<file path="src/logic/fspg_pkg.sv">
// Constants and types for the flash self-program guard
// Function
// RULE1 - Stores from application region are ignored
// RULE2 - Boot-region stores may target any address
// RULE3 - Busy region programming keeps CPU running
// RULE4 - Stall CPU while programming no-read-while-write region
// RULE5 - Busy flag reads one while region blocked
// RULE6 - Software clears busy before reading region
// RULE7 - Software never reads busy region
// RULE8 - Boot region always inside no-read-while-write region
// RULE9 - Stall depends on target page region
// RULE10 - Boot boundary from fuses, other boundary fixed
// RULE11 - Boot locks set by software, cleared by erase
// RULE12 - General write lock ignores stores
// RULE13 - General read/write lock ignores loads and stores
// RULE14 - Application pair 11: no restriction
// RULE15 - Application pair 10: stores rejected
// RULE16 - Application pair 00: stores and boot loads rejected
// RULE17 - Application pair 01: boot-code loads rejected
// RULE18 - Boot pair 11: no restriction
// RULE19 - Boot pair 10: stores rejected
// RULE20 - Boot pair 00: stores and application loads rejected
// RULE21 - Boot pair 01: application-code loads rejected
// RULE22 - Busy set on start, cleared by reenable/load
// RULE23 - Rejected access changes nothing, no stall
// RULE24 - Stall released in completion cycle
package fspg_pkg;
    localparam int unsigned ADDR_W = 15;
    localparam logic [14:0] NO_READ_WHILE_WRITE_REGION_START = 15'h4c00;
    localparam logic [14:0] BOOT_START_0 = 15'h7e00;
    localparam logic [14:0] BOOT_START_1 = 15'h7c00;
    localparam logic [14:0] BOOT_START_2 = 15'h7800;
    localparam logic [14:0] BOOT_START_3 = 15'h7000;
    localparam logic [1:0] LOCK_INIT = 2'h3;
    localparam logic [1:0] LOCK_NONE = 2'h3;
    localparam logic [1:0] LOCK_NOWR = 2'h2;
    localparam logic [1:0] LOCK_ALL = 2'h0;
    localparam logic [1:0] LOCK_NORD = 2'h1;
    // Register map on the plain port
    localparam logic [1:0] REG_STATUS = 2'h0;
    localparam logic [1:0] REG_LOCKS = 2'h1;
    localparam logic [1:0] REG_CTRL = 2'h2;
    localparam int unsigned BIT_BUSY = 0;
    localparam int unsigned BIT_STALL = 1;
    localparam int unsigned BIT_REENABLE = 0;
    localparam int unsigned BIT_CHIP_ERASE = 1;
    typedef enum logic [1:0] {
        FSPG_IDLE = 2'b00,
        FSPG_RWW = 2'b01,
        FSPG_NO_READ_WHILE_WRITE_REGION = 2'b10
    } fspg_state_type;
endpackage

</file>
<file path="src/logic/fspg_guard.sv">
// Access guard and region sequencing for flash self-programming
//
// The strobed register port and the register offsets were left to the implementer.
module fspg_guard
    import fspg_pkg::*;
(
    input wire logic sys_clk, // System clock
    input wire logic arst_n, // Asynchronous reset, active low
    input wire logic [1:0] boot_size_fuses, // Boot region size select
    input wire logic [14:0] pc_addr, // Address of executing instruction
    input wire logic store_req, // Program-memory store issued
    input wire logic store_erase, // Store is a page erase
    input wire logic store_write, // Store is a page write
    input wire logic store_lock, // Store sets boot lock bits
    input wire logic [3:0] store_lock_data, // New lock bits, zeros program
    input wire logic [14:0] store_addr, // Store target address
    input wire logic load_req, // Program-memory load issued
    input wire logic [14:0] load_addr, // Load target address
    input wire logic flash_done, // Flash finished erase or write
    input wire logic [1:0] reg_addr, // Register address
    input wire logic [7:0] reg_wdata, // Register write data
    input wire logic reg_wr, // Register write strobe
    input wire logic reg_rd, // Register read strobe
    output logic [7:0] reg_rdata, // Register read data
    output logic store_grant, // Store passed to flash
    output logic load_grant, // Load allowed
    output logic page_load, // Store fills page buffer
    output logic cpu_stall, // Halt the CPU
    output logic region_busy_flag, // Read-while-write region blocked
    output logic irq_block // Mask interrupts in current region
);
    fspg_state_type state;
    fspg_state_type next_state;
    logic [1:0] application_lock_pair;
    logic [1:0] boot_region_lock_pair;
    logic next_busy;

    ////////////////////////////////////////////////////////////////////////////
    // Region decoding
    logic [14:0] boot_start;
    // RULE10
    assign boot_start = boot_size_fuses == 2'h3 ? BOOT_START_0 :
                        boot_size_fuses == 2'h2 ? BOOT_START_1 :
                        boot_size_fuses == 2'h1 ? BOOT_START_2 : BOOT_START_3;

    function automatic logic in_boot(input logic [14:0] a, input logic [14:0] b);
        return a >= b;
    endfunction

    function automatic logic in_no_read_while_write_region(input logic [14:0] a);
        return a >= NO_READ_WHILE_WRITE_REGION_START; // RULE10 RULE8
    endfunction

    wire pc_boot = in_boot(pc_addr, boot_start);
    wire st_boot = in_boot(store_addr, boot_start);
    wire ld_boot = in_boot(load_addr, boot_start);

    ////////////////////////////////////////////////////////////////////////////
    // Lock checks; general lock modes do not enter here
    wire app_wr_lock = application_lock_pair == LOCK_NOWR ||
                       application_lock_pair == LOCK_ALL; // RULE15 RULE16 RULE14
    wire app_rd_lock = application_lock_pair == LOCK_ALL ||
                       application_lock_pair == LOCK_NORD; // RULE16 RULE17
    wire boot_wr_lock = boot_region_lock_pair == LOCK_NOWR ||
                        boot_region_lock_pair == LOCK_ALL; // RULE19 RULE20 RULE18
    wire boot_rd_lock = boot_region_lock_pair == LOCK_ALL ||
                        boot_region_lock_pair == LOCK_NORD; // RULE20 RULE21

    // RULE1 RULE2 RULE12 RULE13
    wire wr_locked = st_boot ? boot_wr_lock : app_wr_lock;
    wire store_ok = store_req && pc_boot && state == FSPG_IDLE &&
                    (store_lock || !((store_erase || store_write) && wr_locked));
    wire prog_start = store_ok && (store_erase || store_write);
    wire target_no_read_while_write_region = in_no_read_while_write_region(store_addr); // RULE9

    // Loads across regions are governed by the pair of the target; busy also blocks loads below the no-read-while-write region
    wire ld_cross = pc_boot != ld_boot;
    wire ld_locked = ld_cross && (ld_boot ? boot_rd_lock : app_rd_lock);
    wire ld_busy = region_busy_flag && !in_no_read_while_write_region(load_addr); // RULE7
    assign load_grant = load_req && !ld_locked && !ld_busy; // RULE23
    assign store_grant = store_ok; // RULE23
    assign page_load = store_ok && !store_erase && !store_write && !store_lock;

    // RULE16 RULE17 RULE20 RULE21
    assign irq_block = pc_boot ? boot_rd_lock : app_rd_lock;

    ////////////////////////////////////////////////////////////////////////////
    // Programming sequence
    always_comb begin
        next_state = state;
        case (state)
            FSPG_IDLE: begin
                if (prog_start) begin
                    next_state = target_no_read_while_write_region ? FSPG_NO_READ_WHILE_WRITE_REGION : FSPG_RWW; // RULE3 RULE4
                end
            end
            FSPG_RWW, FSPG_NO_READ_WHILE_WRITE_REGION: begin
                if (flash_done) begin
                    next_state = FSPG_IDLE;
                end
            end
            default: next_state = FSPG_IDLE;
        endcase
    end

    // RULE4 RULE24 RULE3
    assign cpu_stall = state == FSPG_NO_READ_WHILE_WRITE_REGION && !flash_done;

    wire reenable = reg_wr && reg_addr == REG_CTRL && reg_wdata[BIT_REENABLE];
    wire chip_erase = reg_wr && reg_addr == REG_CTRL && reg_wdata[BIT_CHIP_ERASE];

    // RULE22 RULE6
    assign next_busy = (prog_start && !target_no_read_while_write_region) ? 1'b1 :
                       ((reenable && state == FSPG_IDLE) || page_load) ? 1'b0 :
                       region_busy_flag;

    always_ff @(posedge sys_clk or negedge arst_n) begin
        if (!arst_n) begin
            state <= FSPG_IDLE;
            region_busy_flag <= 1'b0;
        end else begin
            state <= next_state;
            region_busy_flag <= next_busy; // RULE5
        end
    end

    ////////////////////////////////////////////////////////////////////////////
    // Boot lock bits: only programmed by stores, cleared by chip erase
    always_ff @(posedge sys_clk or negedge arst_n) begin
        if (!arst_n) begin
            application_lock_pair <= LOCK_INIT;
            boot_region_lock_pair <= LOCK_INIT;
        end else if (chip_erase) begin
            application_lock_pair <= LOCK_INIT; // RULE11
            boot_region_lock_pair <= LOCK_INIT;
        end else if (store_ok && store_lock) begin
            application_lock_pair <= application_lock_pair & store_lock_data[1:0]; // RULE11
            boot_region_lock_pair <= boot_region_lock_pair & store_lock_data[3:2];
        end
    end

    ////////////////////////////////////////////////////////////////////////////
    // Register read port
    wire [7:0] rd_mux = reg_addr == REG_STATUS ?
                        {6'h00, state == FSPG_NO_READ_WHILE_WRITE_REGION, region_busy_flag} :
                        reg_addr == REG_LOCKS ?
                        {4'h0, boot_region_lock_pair, application_lock_pair} : 8'h00;

    always_ff @(posedge sys_clk or negedge arst_n) begin
        if (!arst_n) begin
            reg_rdata <= 8'h00;
        end else begin
            reg_rdata <= reg_rd ? rd_mux : 8'h00;
        end
    end

    ////////////////////////////////////////////////////////////////////////////
    // Checks
    app_store_a: assert property (@(posedge sys_clk) disable iff (!arst_n)
        store_req && !pc_boot |-> !store_grant) else $error("app store granted"); // RULE1
    stall_start_a: assert property (@(posedge sys_clk) disable iff (!arst_n)
        prog_start && target_no_read_while_write_region |=> cpu_stall) else $error("no stall"); // RULE4
    no_stall_rww_a: assert property (@(posedge sys_clk) disable iff (!arst_n)
        state == FSPG_RWW |-> !cpu_stall) else $error("stall in rww"); // RULE3
    busy_set_a: assert property (@(posedge sys_clk) disable iff (!arst_n)
        prog_start && !target_no_read_while_write_region |=> region_busy_flag) else $error("busy not set"); // RULE22
    busy_read_a: assert property (@(posedge sys_clk) disable iff (!arst_n)
        reg_rd && reg_addr == REG_STATUS |=> reg_rdata[BIT_BUSY] == $past(region_busy_flag))
        else $error("busy read wrong"); // RULE5
    stall_release_a: assert property (@(posedge sys_clk) disable iff (!arst_n)
        flash_done |-> !cpu_stall) else $error("stall held"); // RULE24
    app_wr_lock_a: assert property (@(posedge sys_clk) disable iff (!arst_n)
        store_write && !st_boot && application_lock_pair[0] == 1'b0 |-> !store_grant)
        else $error("app write lock"); // RULE15
    boot_rd_lock_a: assert property (@(posedge sys_clk) disable iff (!arst_n)
        load_req && ld_boot && !pc_boot && !boot_region_lock_pair[1] |-> !load_grant)
        else $error("boot read lock"); // RULE21
    lock_erase_a: assert property (@(posedge sys_clk) disable iff (!arst_n)
        chip_erase |=> application_lock_pair == LOCK_INIT) else $error("erase locks"); // RULE11
    rww_prog_c: cover property (@(posedge sys_clk) disable iff (!arst_n)
        prog_start && !target_no_read_while_write_region ##[1:20] flash_done);
    no_read_while_write_region_prog_c: cover property (@(posedge sys_clk) disable iff (!arst_n)
        prog_start && target_no_read_while_write_region ##[1:20] flash_done);
    reenable_c: cover property (@(posedge sys_clk) disable iff (!arst_n)
        region_busy_flag ##1 !region_busy_flag);
endmodule

</file>
<file path="config.mk">
export PLATFORM = sky130hd
export DESIGN_NAME = fspg_guard
export DESIGN_NICKNAME = d
export VERILOG_FILES = /design/src/logic/fspg_pkg.sv /design/src/logic/fspg_guard.sv
export SDC_FILE = /design/constraint.sdc
export NUM_CORES = 1
export LEC_CHECK = 0
export ABC_AREA = 1
export BUFFER_PORTS_ARGS = -buffer_cell sky130_fd_sc_hd__buf_2
export CAP_MARGIN = 20
export CELL_PAD_IN_SITES_DETAIL_PLACEMENT = 1
export CELL_PAD_IN_SITES_GLOBAL_PLACEMENT = 2
export CORE_MARGIN = 5
export CORE_UTILIZATION = 15
export CTS_CLUSTER_DIAMETER = 120
export CTS_CLUSTER_SIZE = 40
export DETAILED_ROUTE_END_ITERATION = 12
export PLACE_DENSITY_LB_ADDON = 0.1
export SLEW_MARGIN = 20
export SYNTH_ARGS = -nofsm -noshare
export SYNTH_HDL_FRONTEND = slang
export SYNTH_SLANG_ARGS = --single-unit
</file>
<file path="constraint.sdc">
create_clock -name sys_clk -period 1.35 [get_ports sys_clk]
set_input_delay 0.2025 -clock sys_clk [delete_from_list [all_inputs] [get_ports sys_clk]]
set_output_delay 0.2025 -clock sys_clk [all_outputs]
set_load 0.005 [all_outputs]
</file>
==> metrics list <==
- Ys Warns: 0
- IO buf count: 65
- In this run, synthesis produced a sequential element count of 11.
* Number of antenna repair diodes: 0
- In this run the worst path has a maximum fanout of 3.
- Kind of cell adding the most delay to the critical path: simple AND/OR/NAND/NOR gates
- Number of failing setup endpoints in the final timing report: 11
- The net count of the finished layout is 321.
- Maximum number of pins on one net before global-route repair: 12
* Worst-case clock buffer depth: 2
- The max-slew violation count is 0.
* Worst setup path category: primary input to output port
* Fill cell total of the finished layout: 797
- In the routed design, unresolved DRC markers number 0.
* Initial standard-cell utilization of the core: 15.59%
- The floorplan step defined a die boundary enclosing 8407 um^2.
- In this design, the stage delay of the slowest critical-path cell is ~0.24 ns.
- The average instance in the mapped netlist occupies 6.416 um^2.
- After detailed placement, the total cell area comes to 1511 um^2.
- Setup TNS after final layout: -1.932 ns
* Summed area of non-filler cells in the final layout: 1834 um^2
- The die is between 90 and 100 um tall.
* Final instance count without filler cells: about 320
- Pwr/cell area: 747.6 nW/um^2
* Leakage component of the power: 0.9671 nW
- Clk Tree Root Cell: clkbuf_8
* Vias per std cell: 3.918
- In this run the count of I/O pins placed on the die edge is 85.
* Combined area of all synthesized cells: 1001 um^2
- Routed vias: about 1200
* Class of the most critical hold timing path: primary input to flip-flop
- After global routing the overflow that remains totals 0.
* Endpoint kind of the worst setup timing path: output port
* Cell count after synthesis: between 150 and 200
* Routed Wire Length: 3733 um
- First-pass GRT wire length: 6210 um
* Violations in the final reports: negative setup slack
- The first detailed-routing pass ran for 2 iterations.
- In this run the core area contains 29 standard-cell rows.
- The netlist uses 22 different library cells.
- Overall power consumption: approximately 1.4 mW
- Via count of the first global-routing pass: ~1400
* Core Footprint: about 6400 um^2
- Global routing used 9.088% of the available tracks.
- The signal on the critical path passes through buf_12, nor2_4, ha_4, nand2_2, nor2_2, a21oi_2, nand2_1, nand2_1, nand3_2, nand2_2, buf_6, inv_4, buf_6.
* Crit path time final: 1.751 ns
* Avg WL per Cell: between 10 and 15 um
- TritonCTS built the clock tree.
- On the final layout, the worst clock skew is 0.001086 ns.
- F_max: 0.5712 GHz
- Detail Placement HPWL: around 3200 um
* Number of maximum-capacitance constraint violations: 0
* Number of sinks handled by clock tree synthesis: 11
- Hold timing on the final database bottoms out at a slack of 0.1850 ns.
- Die boundary width: slightly above 90 um
- RSZ-0062 raised after global routing: true
- STA classifies the critical path startpoint as a primary input.
- In this run the number of H-tree levels came out at 1.
- The run finished, with violations left.
- Number of clock buffers inserted by TritonCTS: 3
* Area Growth Syn to Fin: 83.25%
- In this run, placement finished with an instance count of ~300.
- After layout, the worst path uses 129.7% of the clock period.
- Leaving out fill and tap cells, the most frequent cell in the layout is buf_2.
- Global placement routability congestion: 0.6837
* Clock-pin slew on the worst setup and hold paths: ~0.050 ns
* Peak supply drop: between 0.2 and 0.25 mV
- The total count of hold-check failures in the final report is 0.
* Share of cells above drive strength 1: ~53%
* Worst path slowest cell: ha_4
* Sequential area share after synthesis: 28.00%
* Required @ worst endpoint: 1.15 ns
- Min setup slack post-route: -0.4008 ns
* Antenna violations before repair: 0
- Arrival @ worst endpoint: 1.55 ns
- Worst skew pair latency: 0.24 ns
* Violation count after the first detailed-routing iteration: 12
- Most frequent cells in the layout: buf_2, nand2_1, nor2_1
* Number of routed nets with antenna violations: 0
- Worst Path Buf+Inv: 4
## report_power, final
group          switching (mW)  internal, mW  leakage, nW
clock                   0.124         0.207       0.0228
sequential             0.0432         0.399        0.136
combinational           0.300         0.298        0.808
## stage by stage
stage | worst slack (ns) | util [%]
6_report | -0.4008 | 28.56
5_1_grt | -0.5124 | 28.56
4_1_cts | -0.3770 | 26.71
3_5_place_dp | -0.5003 | 23.53
3_3_place_gp | -0.5201 | 23.53
2_1_floorplan | -0.02338 | -
## sequential cells by signal, summed over array words and instances, names as in the netlist
register               flops
boot_region_lock_pair      2
reg_rdata                  4
state                      2
application_lock_pair      2
region_busy_flag           1
## area by class of cell
type / count / area (um^2) / area share [%]
clock buffers: 4 / 45.04 / 2.456
inverters: 26 / 107.6 / 5.866
multi-input cells: 118 / 817.0 / 44.54
flip-flops and latches: 11 / 280.3 / 15.28
well taps: 77 / 96.34 / 5.252
repair buffers: 80 / 488.0 / 26.60
## kinds of logic after synthesis
logic type | after synthesis | synth area share (%)
flip-flops | 11 | 28.00
other | 1 | 0.3746
buffers and inverters | 30 | 12.75
adder cells (fa/ha/maj) | 10 | 12.50
AND/OR/NAND/NOR | 89 | 36.88
AO/OA/AOI/OAI | 15 | 9.501
## path summary, 6_finish.rpt
path,slack (ns),depth (start not counted),to,from
max in group asynchronous,0.73,2,application_lock_pair[0]$_DFFE_PN1P_,arst_n
worst min-delay path,0.18,3,application_lock_pair[1]$_DFFE_PN1P_,store_lock_data[1]
min in group asynchronous,0.36,2,reg_rdata[3]$_DFF_PN0_,arst_n
worst max-delay path,-0.40,13,store_grant,boot_size_fuses[0]
worst min register to register,0.49,2,application_lock_pair[1]$_DFFE_PN1P_,application_lock_pair[1]$_DFFE_PN1P_
worst max register to register,-0.15,11,region_busy_flag$_DFFE_PN0P_,state[0]$_DFFE_PN0P_
## Yosys cell counts, drive strengths merged
library cell / count / share of area [%]
a211o: 1 / 0.88
a21oi: 4 / 2.4
buf: 4 / 3.0
conb: 1 / 0.37
dfrtp: 7 / 18
dfstp: 4 / 10
ha: 10 / 13
inv: 26 / 9.7
nand2: 43 / 16
nand3: 11 / 6.0
nand3b: 1 / 0.75
nand4: 3 / 1.9
nor2: 28 / 10
nor3: 2 / 1.0
o21a: 1 / 0.75
o21ai: 6 / 3.0
o21bai: 1 / 0.75
o32ai: 2 / 1.8
or2: 1 / 0.63
## metal layers
metal / vias to the layer above / part of all wire [%] / global-route usage [%]
met5: - / 0 / 0
met4: 0 / 2.1 / 2.970
met3: 8 / 5.9 / 2.128
met2: 45 / 48 / 16.25
met1: 536 / 44 / 10.68
li1: 649 / - / -
## worst min-delay path, delay by kind of cell
kind / cells / cell delay, ns
buffers and inverters: 1 / 0.08
AO/OA/AOI/OAI: 1 / 0.06
AND/OR/NAND/NOR: 1 / 0.05
## what timing repair did
| action | 4_1_cts | 5_1_grt |
|---|---|---|
| setup buffers | 4 | 5 |
| hold endpoints to repair | 7 | 0 |
| endpoints found under the setup margin | 12 | 12 |
| hold buffers | 1 | 0 |
| pin swaps | 10 | 20 |
| gates resized for setup | 27 | 25 |
No activity file was read; power rests on OpenSTA's default activity.
